--- config.mk ---
export PLATFORM = sky130hd
export DESIGN_NAME = msi_capability_block
export DESIGN_NICKNAME = d
export VERILOG_FILES = /design/src/pkg/msi_cap_pkg.sv /design/src/verilog/msi_capability_block.sv
export VERILOG_INCLUDE_DIRS = /design/src /design/src/pkg
export SDC_FILE = /design/constraint.sdc
export NUM_CORES = 1
export LEC_CHECK = 0
export BUFFER_PORTS_ARGS = -buffer_cell sky130_fd_sc_hd__buf_2
export CORE_MARGIN = 5
export CORE_UTILIZATION = 35
export CTS_CLUSTER_DIAMETER = 200
export DETAILED_ROUTE_END_ITERATION = 7
export GPL_TIMING_DRIVEN = 0
export PLACE_DENSITY = 0.65
export REMOVE_ABC_BUFFERS = 1
export SLEW_MARGIN = 20
export SYNTH_ARGS = -nofsm -noshare
export SYNTH_HDL_FRONTEND = slang
export SYNTH_SLANG_ARGS = --single-unit
--- constraint.sdc ---
create_clock -name i_mclk -period 14.6 [get_ports i_mclk]
set_clock_uncertainty 0.2 [all_clocks]
set_input_delay 1.46 -clock i_mclk [delete_from_list [all_inputs] [get_ports i_mclk]]
set_output_delay 1.46 -clock i_mclk [all_outputs]
set_load 0.02 [all_outputs]
--- src/pkg/msi_cap_cfg.svh ---
`ifndef MSI_CAP_CFG_SVH
`define MSI_CAP_CFG_SVH

// configuration-space byte offsets of the capability registers
`define CAP_CTL_OFF 8'h72
`define CAP_ADDR_LO_OFF 8'h74
`define CAP_ADDR_HI_OFF 8'h78
`define CAP_DATA_OFF 8'h7c

// reset values
`define CAP_CTL_RST 16'h0080
`define CAP_ADDR_RST 32'h0000_0000
`define CAP_DATA_RST 16'h0000

// control register field positions
`define CTL_RSVD_MSB 15
`define CTL_RSVD_LSB 8
`define CTL_WIDE_BIT 7
`define CTL_CNT_MSB 6
`define CTL_CNT_LSB 4
`define CTL_REQ_MSB 3
`define CTL_REQ_LSB 1
`define CTL_EN_BIT 0

// largest legal granted-count code (thirty-two vectors)
`define CNT_MAX 3'h5
// requested-count code: a single vector only
`define REQ_CODE 3'h0
// lowest stored bit of the low address word
`define ADDR_LSB 2
// top bit of the vector index part of the payload
`define DATA_IDX_MSB 3

`endif

--- src/pkg/msi_cap_pkg.sv ---
package msi_cap_pkg;

  // one configuration access, dword aligned, with byte enables
  typedef struct packed {
    logic valid;
    logic write;
    logic [7:0] offset;
    logic [3:0] byte_en;
    logic [31:0] wdata;
  } cfg_access_t;

  // one posted memory write carrying the interrupt message
  typedef struct packed {
    logic hdr_4dw;
    logic [63:0] addr;
    logic [15:0] data;
  } msg_write_t;

  // message launcher states
  typedef enum logic [0:0] {
    ST_IDLE = 1'b0,
    ST_SEND = 1'b1
  } msg_state_t;

endpackage

--- src/verilog/msi_capability_block.sv ---
// Contract
// - control upper byte reads zero, ignores writes
// - control bit 7 reads constant one
// - granted count holds codes 000 to 101
// - requested count reads constant 000
// - messages only while enable bit is set
// - low address bits 1:0 read zero
// - zero upper address means 32-bit header
// - message writes programmed payload to address
// - payload bits 15:4 sent unaltered
// - payload bits 3:0 sent unaltered
`timescale 1ns/1ps
`include "msi_cap_cfg.svh"

module msi_capability_block
  import msi_cap_pkg::*;
(
  input wire logic i_mclk, // core clock, 25 MHz
  input wire logic i_rst, // async reset, active high
  input wire logic i_ce, // clock enable, freezes all state
  input wire cfg_access_t i_cfg, // configuration access request
  output logic o_cfg_ack, // access answered, one-cycle pulse
  output logic [31:0] o_cfg_rdata, // read data, valid with ack
  input wire logic i_irq_event, // interrupt event, one-cycle pulse
  output logic o_msg_valid, // message write offered upstream
  output msg_write_t o_msg, // message write header and payload
  input wire logic i_msg_ready // upstream takes the message
);

  // dword indices of the words holding each register
  localparam logic [5:0] DW_CTL = 6'((`CAP_CTL_OFF) >> 2);
  localparam logic [5:0] DW_LO = 6'((`CAP_ADDR_LO_OFF) >> 2);
  localparam logic [5:0] DW_HI = 6'((`CAP_ADDR_HI_OFF) >> 2);
  localparam logic [5:0] DW_DATA = 6'((`CAP_DATA_OFF) >> 2);
  // reset words held as typed constants so their fields can be sliced
  localparam logic [15:0] CTL_RST = `CAP_CTL_RST;
  localparam logic [31:0] ADDR_RST = `CAP_ADDR_RST;

  // software-visible state
  logic en_reg; // enable bit
  logic en_next;
  logic [2:0] cnt_reg; // granted vector count code
  logic [2:0] cnt_next;
  logic [31:`ADDR_LSB] lo_reg; // stored low address bits
  logic [31:`ADDR_LSB] lo_next;
  logic [31:0] hi_reg; // upper address word
  logic [31:0] hi_next;
  logic [15:0] data_reg; // message payload
  logic [15:0] data_next;

  // access answer
  logic ack_reg;
  logic ack_next;
  logic [31:0] rdata_reg;
  logic [31:0] rdata_next;

  // message launcher
  msg_state_t state_reg;
  msg_state_t state_next;
  logic pend_reg; // an event waits for launch
  logic pend_next;
  msg_write_t msg_reg;
  msg_write_t msg_next;
  logic valid_reg; // offer flag, its own flop so the pin is glitch free
  logic valid_next;

  // decoded access
  logic [5:0] dw_sel; // dword index of the access
  logic wr_hit; // write strobe this cycle
  logic [15:0] ctl_view; // control register as read
  logic [31:0] lo_view; // low address as read
  logic launch; // message leaves the idle state
  logic [31:0] lo_merged; // low address after byte merge
  logic [31:0] hi_merged; // upper address after byte merge
  logic [31:0] data_merged; // payload word after byte merge

  // byte-lane merge shared by the address and payload words
  function automatic logic [31:0] merge_bytes(
    input logic [31:0] old_val,
    input logic [31:0] new_val,
    input logic [3:0] be
  );
    logic [31:0] res;
    res = old_val;
    for (int b = 0; b < 4; b++)
    begin
      if (be[b])
      begin
        res[b*8 +: 8] = new_val[b*8 +: 8];
      end
    end
    return res;
  endfunction

  // decode and the read-side views of the registers
  always_comb
  begin
    dw_sel = i_cfg.offset[7:2];
    wr_hit = i_cfg.valid && i_cfg.write;
    // reserved byte and fixed fields are constants here, never flops
    ctl_view = {8'h00, 1'b1, cnt_reg, `REQ_CODE, en_reg};
    lo_view = {lo_reg, 2'b00};
    lo_merged = merge_bytes(lo_view, i_cfg.wdata, i_cfg.byte_en);
    hi_merged = merge_bytes(hi_reg, i_cfg.wdata, i_cfg.byte_en);
    data_merged = merge_bytes({16'h0000, data_reg}, i_cfg.wdata,
      i_cfg.byte_en);
  end

  // register writes; control sits in lanes 3:2 of its dword
  always_comb
  begin
    en_next = en_reg;
    cnt_next = cnt_reg;
    lo_next = lo_reg;
    hi_next = hi_reg;
    data_next = data_reg;
    if (wr_hit)
    begin
      unique case (dw_sel)
        DW_CTL:
        begin
          // lane 3 is the reserved byte: its enable is dropped
          if (i_cfg.byte_en[2])
          begin
            en_next = i_cfg.wdata[16 + `CTL_EN_BIT];
            // a reserved code keeps the old count, so it stays legal
            if (i_cfg.wdata[16 + `CTL_CNT_MSB:16 + `CTL_CNT_LSB]
                <= `CNT_MAX)
            begin
              cnt_next =
                i_cfg.wdata[16 + `CTL_CNT_MSB:16 + `CTL_CNT_LSB];
            end
          end
        end
        DW_LO:
        begin
          // bits 1:0 are never stored
          lo_next = lo_merged[31:`ADDR_LSB];
        end
        DW_HI:
        begin
          hi_next = hi_merged;
        end
        DW_DATA:
        begin
          // upper half of this dword holds no register
          data_next = data_merged[15:0];
        end
        default:
        begin
          // unmapped dword: write ignored
        end
      endcase
    end
  end

  // read answer, one cycle after every access
  always_comb
  begin
    ack_next = i_cfg.valid;
    rdata_next = rdata_reg;
    if (i_cfg.valid)
    begin
      unique case (dw_sel)
        DW_CTL:
        begin
          // low half belongs to the id and pointer, read as zero
          rdata_next = {ctl_view, 16'h0000};
        end
        DW_LO:
        begin
          rdata_next = lo_view;
        end
        DW_HI:
        begin
          rdata_next = hi_reg;
        end
        DW_DATA:
        begin
          rdata_next = {16'h0000, data_reg};
        end
        default:
        begin
          rdata_next = 32'h0000_0000;
        end
      endcase
    end
  end

  // launcher: events merge while one waits, at most one in flight
  always_comb
  begin
    state_next = state_reg;
    msg_next = msg_reg;
    launch = (state_reg == ST_IDLE) && pend_reg && en_next;
    // a new event wins over the clear made by a launch
    pend_next = (pend_reg && !launch) || (i_irq_event && en_reg);
    if (!en_next)
    begin
      // disabling drops waiting events as well
      pend_next = 1'b0;
    end
    unique case (state_reg)
      ST_IDLE:
      begin
        if (launch)
        begin
          state_next = ST_SEND;
          msg_next.hdr_4dw = (hi_reg != 32'h0000_0000);
          msg_next.addr = {hi_reg, lo_reg, 2'b00};
          // the index bits go out as written, no vector is merged in
          msg_next.data = data_reg;
        end
      end
      ST_SEND:
      begin
        // withdrawn at once if software disables signalling
        if (i_msg_ready || !en_next)
        begin
          state_next = ST_IDLE;
        end
      end
    endcase
    // mirrors the send state one to one
    valid_next = (state_next == ST_SEND);
  end

  // register stage for all state; frozen while i_ce is low
  always_ff @(posedge i_mclk or posedge i_rst)
  begin
    if (i_rst)
    begin
      en_reg <= CTL_RST[`CTL_EN_BIT];
      cnt_reg <= CTL_RST[`CTL_CNT_MSB:`CTL_CNT_LSB];
      lo_reg <= ADDR_RST[31:`ADDR_LSB];
      hi_reg <= `CAP_ADDR_RST;
      data_reg <= `CAP_DATA_RST;
      ack_reg <= 1'b0;
      rdata_reg <= 32'h0000_0000;
      state_reg <= ST_IDLE;
      valid_reg <= 1'b0;
      pend_reg <= 1'b0;
      msg_reg <= '0;
    end
    else if (i_ce)
    begin
      en_reg <= en_next;
      cnt_reg <= cnt_next;
      lo_reg <= lo_next;
      hi_reg <= hi_next;
      data_reg <= data_next;
      ack_reg <= ack_next;
      rdata_reg <= rdata_next;
      state_reg <= state_next;
      valid_reg <= valid_next;
      pend_reg <= pend_next;
      msg_reg <= msg_next;
    end
  end

  // outputs straight from flops
  assign o_cfg_ack = ack_reg;
  assign o_cfg_rdata = rdata_reg;
  assign o_msg_valid = valid_reg;
  assign o_msg = msg_reg;
endmodule

==> Yosys cells after proc, flatten, opt, wreduce, memory -nomap -nowiden <==
Index checks and enable logic that the tools add are counted.
{ "word_totals": {"regBits": 196, "in_bits": 51} }
{ "op_classes": {"magnitude_cmp": 1, "n_eq_ne": 4, "n_mux": 8, "bitwise": 1, "n_reduce_logical": 23} }
{ "ops": {"columns": ["cell", "n"], "rows": [
  ["32-bit case mux with 4 select lines", 1],
  ["4-bit AND reduction", 10],
  ["32-bit nonzero test", 1],
  ["6-bit by 5-bit equality test with 1-bit output (second input constant)", 4],
  ["1-bit two-way mux", 6],
  ["1-bit logical AND", 5],
  ["5-bit AND reduction", 1],
  ["3-bit less-or-equal comparator (second input constant)", 1],
  ["3-bit AND reduction", 1],
  ["1-bit logical NOT", 2],
  ["1-bit logical OR", 2],
  ["1-bit case mux with 2 select lines", 1],
  ["2-bit AND reduction", 1],
  ["1-bit NOT", 1]
]} }

==> Longest topological paths before layout <==
Gate-level depths: netlist of the first run.
{ "logic_depth": {"ltp_word": 8, "ltp_mapped": 7, "ltp_nobuf": 4} }

==> Worst setup path after synthesis of the first run <==
Ideal clock, no wire load.
{ "synth_timing": {"kind": "input-to-reg", "from": "in i_cfg[43] (netlist name)", "to": "reg msg_reg, in the netlist o_msg[50]", "setup_time_ps": 125, "t_arrival_ps": 2963, "required_time_ps": 14275, "setup_slack_ps": 11312, "cell_stages": 5, "path_buffers": 1, "path_cell_list": "nand4b_1 -> nor3_4 -> mux2i_2 -> buf_2 -> mux2_2"} }
{ "synth_between": {"elab_chain_len": 5} }
{ "synth_lines": {"columns": ["item", "line", "text"], "rows": [
  ["start, declared", "msi_capability_block.sv:21", "input wire cfg_access_t i_cfg,"],
  ["6-bit by 5-bit equality test with 1-bit output", "msi_capability_block.sv:119", "unique case (dw_sel)"],
  ["1-bit two-way mux", "msi_capability_block.sv:119", null],
  ["1-bit two-way mux", "msi_capability_block.sv:117", "if (wr_hit)"],
  ["1-bit logical AND", "msi_capability_block.sv:195", "launch = (state_reg == ST_IDLE) && pend_reg && en_next;"],
  ["3-bit AND reduction (no line)", null, null],
  ["end signal, assigned", "msi_capability_block.sv:257", "msg_reg <= msg_next;"],
  ["end, declared", "msi_capability_block.sv:62", "msg_write_t msg_reg;"]
]} }
No other way between the ends.
A chain may end at the register's enable or synchronous reset.

==> Worst setup path in the final report of the first run <==
{ "layout_timing": {"from": "in i_cfg[43] (netlist name)", "to": "reg data_reg[1]"} }
{ "layout_between": {"elab_chain_len": 2} }
{ "layout_lines": {"columns": ["item", "line", "text"], "rows": [
  ["6-bit by 5-bit equality test with 1-bit output", "msi_capability_block.sv:119", null],
  ["4-bit AND reduction (no line)", null, null],
  ["end signal, assigned", "msi_capability_block.sv:237", "data_reg <= `CAP_DATA_RST;"],
  ["end signal, assigned", "msi_capability_block.sv:251", "data_reg <= data_next;"],
  ["end, declared", "msi_capability_block.sv:48", "logic [15:0] data_reg;"]
]} }
No other way between the ends.

==> flow_summary.toml, run 1 <==
[status]
status = "finished, final reports clean"

[logic_synthesis]
yosysTopAreaCellShare = 0.627
synth.largest_area_cell = "dfrtp_1"
yosysSeqAreaShare = 0.627
synthTopCellsByArea = "dfrtp_1 63%, mux2_2 23%, a22oi_1 2.7%"
yosysMostFrequentCell = "dfrtp_1"
synthCells = 539
ys.warnings.count = 0
netlist_area_um2 = 7830
ys_ff_latch = 196
synth_cell_types = 39
synth_enable_flop_cells = 0
synthFlopType = "dfrtp_1"
synth_common_cells = "196 x dfrtp_1, 159 x mux2_2, 28 x a22oi_1"
synth-async-reset-ratio = 1.00
syn-mean-instance-area_um2 = 14.5

[clock_network]
root_buffer = "clkbuf_16"
clock_path_buffers = 2
cts.sinks = 196
cts_hold_buffers = 0
cts_made_buffers = 17
ctsResizeCount = 0
postCtsSetupBuffers = 0
clkLatencyLatePin_ns = 0.42
cts_tree = "yes"
clkTransAtPathRegs_ns = 0.07
cts_max_level = 4

[routing]
drc = 0
routed_wl_um = 19500
antenna_left = 0
drtIter0Drc = 256
vias_per_cell = 5.05
wl_per_cell_um = 19.5
num_vias = 5041
dr.pass1.iters = 4

[worst_setup_path]
max_stage_delay_ns = 0.83
critPathMaxFanout = 18
cp_slowest_cell = "and3_1"
start_kind = "input pin"
r2r_start = "o_msg_valid"
path_cells = "buf_2 -> and4b_1 -> and3_1 -> nand3_1 -> mux2_2"
r2r_slack_ns = 12.22
end_kind = "flip-flop"
reg2regPathDepth = 6
r2r_end = "o_msg[1]"
worstPathArrival_ns = 3.84
critPathRequiredTime_ns = 14.70
path_class = "in2reg"

[global_route]
grt_pass1_wl_um = 31500
grt-ovfl-total = 0
antenna_found_initial = 1
grtUsageTotal = 0.155
grt_pass1_vias = 5426
grt_max_degree = 104

[final_layout]
fin_nets = 756
largest_reg_flops = 79
area_delta_synth_final_pct = 23.5
layout-drive-gt1-share = 0.522
antenna_cells = 0

[timing]
rsz0062_at_grt = "no"
slew_headroom = 0.337
fin_crit_sh = 0.256
hold_viol_final = 0
tightest_slew_ns = 0.990
final_max_slew_viol_count = 0
timing.setup.tns_ns = 0
max_freq_mhz = 267
whs_ns = 0.291
period_minus_slack_ns = 3.74
setup_viol_count_final = 0

[die]
start_util = 0.358
dieArea_um2 = 25500
die-width_um = 160
rows = 54
io_pins = 166
fp.dieH_um = 160
coreArea_um2 = 21900

[power]
ir_worst_vdd_v = 0.0000781
power-per-cell-area_nw_per_um2 = 111
cellLeakagePower_nw = 5.13

[placement]
dp_hpwl_um = 13900
port_buffers = 161
place_congestion = 0.722

[run]
max_cap_viol_count = 0

[hold_path]
whs_path_depth = 2
min_path_type = "reg2reg"
whs_endpoint = "o_cfg_rdata[0]"
hp-start = "o_cfg_rdata[0]"
==> through the flow <==
stage | power, mW | std cells | setup slack, ns | utilization | instance area, um^2
finish | 1.07 | 998 | 10.86 | 0.442 | 9670
global route | 1.11 | 998 | 10.71 | 0.442 | 9670
CTS | 1.09 | 998 | 10.83 | 0.442 | 9670
detailed placement | 0.615 | 966 | 10.37 | 0.415 | 9080
global placement | 0.612 | 955 | 4.94 | 0.405 | 8870
floorplan | 0.589 | 514 | 7.60 | - | 7710
==> worst max-delay path: cells and delay by family <==
kind          cells  cell delay, ns
buf+inv           1            0.10
mux               1            0.46
simple gates      3            1.81
==> worst max path at each step <==
stage / startpoint / to / slack, ns / cells past startpoint
after floorplan: i_rst / cnt_reg[0] / 7.60 / 1
after global placement: i_ce / o_cfg_rdata[25] / 4.94 / 5
after detailed placement: i_cfg[43] / data_reg[1] / 10.37 / 5
after CTS: i_cfg[43] / data_reg[1] / 10.83 / 5
after global routing: i_cfg[43] / data_reg[0] / 10.71 / 5
final: i_cfg[43] / data_reg[1] / 10.86 / 5
==> layout make-up <==
class	instances	area, um^2
Clock inverter	13	141
Tap cell	280	350
Sequential cell	196	4900
Multi-Input combinational cell	312	2800
Clock buffer	19	443
Timing Repair Buffer	172	998
Fill cell	2019	12200
Inverter	6	30.0
==> cells by family after synthesis <==
group | Yosys count | share of synthesized area
simple gates | 62 | 0.0436
flops | 196 | 0.627
mux | 161 | 0.232
buf+inv | 32 | 0.0182
compound gates | 87 | 0.0791
other cells | 1 | 0.000479
==> power breakdown <==
part	switching, mW	total [mW]	internal (mW)
sequential	0.00674	0.557	0.550
combinational	0.0299	0.0458	0.0158
clock	0.219	0.466	0.247
total	0.256	1.07	0.813
==> layer usage <==
layer,vias to the layer above,routed length (um),GRT usage
met4,2,121,0.0302
met1,2589,9030,0.212
met3,8,1010,0.0443
met5,-,7,0
met2,124,9280,0.247
li1,2318,-,-
==> placed cells by master, fill, tap and decap left out, types with 3 or more instances in the layout <==
master / instances
nor2_2: 7
a21o_1: 11
nand3_1: 5
a22oi_1: 28
clkinvlp_4: 3
buf_16: 6
nor2_1: 8
inv_1: 5
nand4_1: 3
dfrtp_1: 196
clkbuf_16: 17
o21ai_0: 20
mux2_2: 159
nor4_1: 9
inv_8: 5
a22o_1: 11
a221oi_1: 4
inv_6: 3
buf_2: 165
a21oi_1: 5
nand2_1: 16
No activity file was read; power rests on OpenSTA's default activity.
==> run 2, diff against run 1 <==
==> constraint.sdc (replaced) <==
create_clock -name i_mclk -period 3.45 [get_ports i_mclk]
set_clock_uncertainty 0.2 [all_clocks]
set_input_delay 0.345 -clock i_mclk [delete_from_list [all_inputs] [get_ports i_mclk]]
set_output_delay 0.345 -clock i_mclk [all_outputs]
set_load 0.02 [all_outputs]
==> flow_summary.toml, run 2 (synthesis results as in run 1) <==
[power]
switching_share = 0.238
cellLeakagePower_nw = 5.26
pwr-share-clk = 0.433
power_frac_comb = 0.048
internal_power_mw = 3.46
net-switching-power_mw = 1.08
ir_worst_vdd_v = 0.000331
p_total_mw = 4.55
p_seq_frac = 0.518
power-per-cell-area_nw_per_um2 = 456

[final_layout]
largest_reg_flops = 79
finish.utilization = 0.455
mostFrequentLayoutCells = "196 x dfrtp_1, 165 x buf_2, 159 x mux2_2"
fin_nets = 786
final_common_cell = "dfrtp_1"
area_delta_synth_final_pct = 27.4
instances_no_fill = 1028
antenna_cells = 0
layout-drive-gt1-share = 0.501

[routing]
dr.pass1.iters = 5
drc = 0
wl_per_cell_um = 19.2
vias_per_cell = 5.00
drtIter0Drc = 284
num_vias = 5141
routed_wl_um = 19700
antenna_left = 0

[timing]
tightest_slew_ns = 0.964
hold_viol_final = 0
whs_ns = 0.0381
period_minus_slack_ns = 2.64
max_freq_mhz = 379
setup_viol_count_final = 0
timing.setup.tns_ns = 0
fin_crit_sh = 0.766
slew_headroom = 0.355
rsz0062_at_grt = "no"
final_max_slew_viol_count = 0

[worst_setup_path]
r2r_start = "o_msg_valid"
reg2regPathDepth = 6
critPathRequiredTime_ns = 3.55
crit_end = "data_reg[1]"
start_kind = "input pin"
crit_start = "i_cfg[43]"
r2r_slack_ns = 1.05
end_kind = "flip-flop"
worstPathArrival_ns = 2.74
path_class = "in2reg"
critPathMaxFanout = 18
r2r_end = "o_msg[49]"

[global_route]
grt_max_degree = 104
met3_usage = 0.0443
use_met2 = 0.254
grtUsageTotal = 0.156
grt_pass1_vias = 5553
grt_pass1_wl_um = 31900
antenna_found_initial = 0
grt-ovfl-total = 0
top_usage_layer = "met2"
grt_use_met1 = 0.212

[die]
rows = 54
die-width_um = 160
coreArea_um2 = 21900
io_pins = 166
fp.dieH_um = 160
dieArea_um2 = 25500
start_util = 0.358

[clock_network]
cts.sinks = 196
cts_max_level = 4
clock_path_buffers = 2
root_buffer = "clkbuf_16"
cts_tree = "yes"
cts_made_buffers = 17
clkLatencyLatePin_ns = 0.42
clkTransAtPathRegs_ns = 0.07

[run]
max_cap_viol_count = 0

[placement]
post-place-cells = 966
port_buffers = 161
dp_hpwl_um = 13900
place_congestion = 0.722

[hold_path]
whs_path_depth = 2
min_path_type = "in2reg"

[status]
status = "finished, final reports clean"
[run 2: changes by cell type in the layout (fill, tap and decap cells not counted), sizes merged]
cell         delta
dlygate4sd3    +30
[run 2: through the flow]
| stage | cell area, um^2 | setup slack (ns) |
|---|---|---|
| after floorplan | 7710 | -2.44 |
| after global placement | 8870 | -5.09 |
| after detailed placement | 9080 | 0.340 |
| after CTS | 9970 | 0.791 |
| after global routing | 9970 | 0.666 |
| final | 9970 | 0.808 |
[run 2: how the worst min path moves through the flow]
stage / start / end / slack [ns]
2_1_floorplan: i_ce / o_cfg_ack / 0.25
3_3_place_gp: cnt_reg[2] / cnt_reg[2] / 0.27
3_5_place_dp: o_cfg_rdata[0] / o_cfg_rdata[0] / 0.27
4_1_cts: i_cfg[21] / lo_reg[21] / 0.006
5_1_grt: i_cfg[21] / lo_reg[21] / 0.03
6_report: i_cfg[21] / lo_reg[21] / 0.04
[run 2: repair_timing]
item / CTS / global route
buffers inserted: 0 / 0
hold buffers: 30 / 0
endpoints found under the hold margin: 166 / 0
resized for setup: 0 / 0
[run 2: area by class of cell]
cell class                 instances  area (um^2)
sequential                       196         4900
tap                              280          350
clock inverter                    13          141
multi-input combinational        312         2800
clock buffer                      19          443
timing repair buffer             202         1300
fill                            1993        11900
inverter                           6         30.0
[run 2: critical path: stages]
cell and delay, ns:
buf_2 0.10, and4b_1 0.35, and3_1 0.83, nand3_1 0.64, mux2_2 0.46
[run 2: per-layer routing]
layer,vias up,part of all wire,wire (um)
li1,2383,-,-
met4,0,0.0067,131
met3,10,0.056,1100
met5,-,0,0
met1,2610,0.46,9010
met2,138,0.48,9450
[run 2: power by group through the flow]
stage               combinational, mW  sequential [mW]  clock [mW]
floorplan                      0.0919             2.40           0
global placement                0.187             2.40           0
detailed placement              0.200             2.40           0
CTS                             0.226             2.36        2.04
global route                    0.246             2.36        2.13
finish                          0.220             2.36        1.97
==> run 3, diff against run 2 <==
--- a/config.mk
+++ b/config.mk
@@ -12,7 +12,7 @@
 export CTS_CLUSTER_DIAMETER = 200
 export DETAILED_ROUTE_END_ITERATION = 7
 export GPL_TIMING_DRIVEN = 0
-export PLACE_DENSITY = 0.65
+export PLACE_DENSITY = 0.67
 export REMOVE_ABC_BUFFERS = 1
 export SLEW_MARGIN = 20
 export SYNTH_ARGS = -nofsm -noshare
==> constraint.sdc (replaced) <==
create_clock -name i_mclk -period 2.22 [get_ports i_mclk]
set_clock_uncertainty 0.2 [all_clocks]
set_input_delay 0.222 -clock i_mclk [delete_from_list [all_inputs] [get_ports i_mclk]]
set_output_delay 0.222 -clock i_mclk [all_outputs]
set_load 0.02 [all_outputs]
==> flow_summary.toml, run 3 (synthesis results as in run 1) <==
[power]
p_seq_frac = 0.522
internal_power_mw = 5.31
switching_share = 0.244
ir_worst_vdd_v = 0.000470
net-switching-power_mw = 1.71
pwr-share-clk = 0.427
power_frac_comb = 0.051
cellLeakagePower_nw = 5.35
power-per-cell-area_nw_per_um2 = 692

[final_layout]
fin_nets = 803
mostFrequentLayoutCells = "196 x dfrtp_1, 164 x buf_2, 159 x mux2_2"
area_delta_synth_final_pct = 29.6
finish.utilization = 0.463
instances_no_fill = 1045
fillerInstances = 1999
antenna_cells = 0
layout-drive-gt1-share = 0.508
final_common_cell = "dfrtp_1"
largest_reg_flops = 79

[timing]
period_minus_slack_ns = 2.12
max_freq_mhz = 472
slew_headroom = 0.337
hold_viol_final = 0
rsz0062_at_grt = "no"
fin_crit_sh = 0.954
final_max_slew_viol_count = 0
tightest_slew_ns = 0.994
whs_ns = 0.0431
setup_viol_count_final = 0

[routing]
dr.pass1.iters = 4
num_vias = 5234
antenna_left = 0
routed_wl_um = 20200
drtIter0Drc = 212
vias_per_cell = 5.01
wl_met1_um = 8900
drc = 0
wl_met2_um = 10100
wl_per_cell_um = 19.3
highest_layer = "met4"
wl_met3_um = 976

[die]
die-width_um = 160
fp.dieH_um = 160
start_util = 0.358
dieArea_um2 = 25500
rows = 54
coreArea_um2 = 21900
io_pins = 166

[clock_network]
root_buffer = "clkbuf_16"
clock_path_buffers = 2
clkLatencyLatePin_ns = 0.42
cts.sinks = 196
cts_tree = "yes"
cts_max_level = 4
cts_made_buffers = 17
clkTransAtPathRegs_ns = 0.07

[worst_setup_path]
critPathRequiredTime_ns = 2.33
start_kind = "flip-flop"
reg2regPathDepth = 7
critPathMaxFanout = 19
worstPathArrival_ns = 2.23
end_kind = "flip-flop"
path_class = "reg2reg"

[global_route]
antenna_found_initial = 0
grt_pass1_vias = 5648
grtUsageTotal = 0.162
grt_pass1_wl_um = 32900
grt_max_degree = 83
grt-ovfl-total = 0

[status]
status = "finished, final reports clean"

[hold_path]
min_path_type = "in2reg"
whs_path_depth = 3

[placement]
port_buffers = 161
dp_hpwl_um = 14000
place_congestion = 0.722
post-place-cells = 968

[run]
max_cap_viol_count = 0
## run 3: changes by cell type in the layout (fill, tap and decap cells not counted), sizes merged
cell         change
buf             +10
bufinv           -1
clkbuf           +1
clkinv           +2
clkinvlp         +1
dlygate4sd3      +6
inv              -2
## run 3: area by class of cell
type	count	area, um^2	share of cell area
clock buffer	19	453	0.0447
timing repair buffer	219	1460	0.144
sequential	196	4900	0.484
tap	280	350	0.0346
clock inverter	13	118	0.0116
multi-input combinational	312	2820	0.278
inverter	6	30.0	0.00296
## run 3: metrics by stage
stage | worst slack, ns | setup TNS (ns) | power (mW) | instance area (um^2)
6_report | 0.102 | 0 | 7.02 | 10100
5_1_grt | 0.0225 | 0 | 7.34 | 10100
4_1_cts | 0.0578 | 0 | 7.12 | 10100
3_5_place_dp | -0.943 | -81.70 | 4.05 | 9120
3_3_place_gp | -6.13 | -1668.66 | 4.02 | 8870
2_1_floorplan | -3.54 | -906.72 | 3.88 | 7710
## run 3: routing by layer
layer	global-route usage	vias to the layer above
met1	0.215	2698
met5	0	-
met2	0.266	115
li1	-	2408
met3	0.0419	13
met4	0.0423	0
## run 3: path summary, 6_finish.rpt
path / startpoint / to / slack, ns
worst min-delay path: i_cfg[38] / o_cfg_rdata[23] / 0.04
worst max register to register: o_msg_valid / o_msg[4] / 0.10
max in group asynchronous: i_rst / o_msg[33] / 0.94
min in group asynchronous: i_rst / o_msg[51] / 0.14
worst max-delay path: o_msg_valid / o_msg[4] / 0.10
worst min register to register: o_cfg_rdata[1] / o_cfg_rdata[1] / 0.28
## run 3: what timing repair did
| action | CTS | global route |
|---|---|---|
| setup endpoints to repair | 100 | 10 |
| endpoints found under the hold margin | 136 | 0 |
| hold buffers | 36 | 0 |
| resized for setup | 5 | 1 |
| setup buffers | 2 | 7 |
## run 3: worst max-delay path, cell delays in order, from the launching register on
cell and delay, ns:
dfrtp_1 0.41, and3b_1 0.24, nand2_1 0.08, mux2i_4 0.18
clkbuf_16 0.20, buf_16 0.17, buf_16 0.16, mux2_2 0.34
## run 3: power groups by stage
stage / sequential [mW] / combinational [mW] / clock, mW
after floorplan: 3.73 / 0.143 / 0
after global placement: 3.73 / 0.290 / 0
final: 3.66 / 0.360 / 3.00
after CTS: 3.66 / 0.369 / 3.09
after detailed placement: 3.73 / 0.316 / 0
after global routing: 3.67 / 0.404 / 3.26
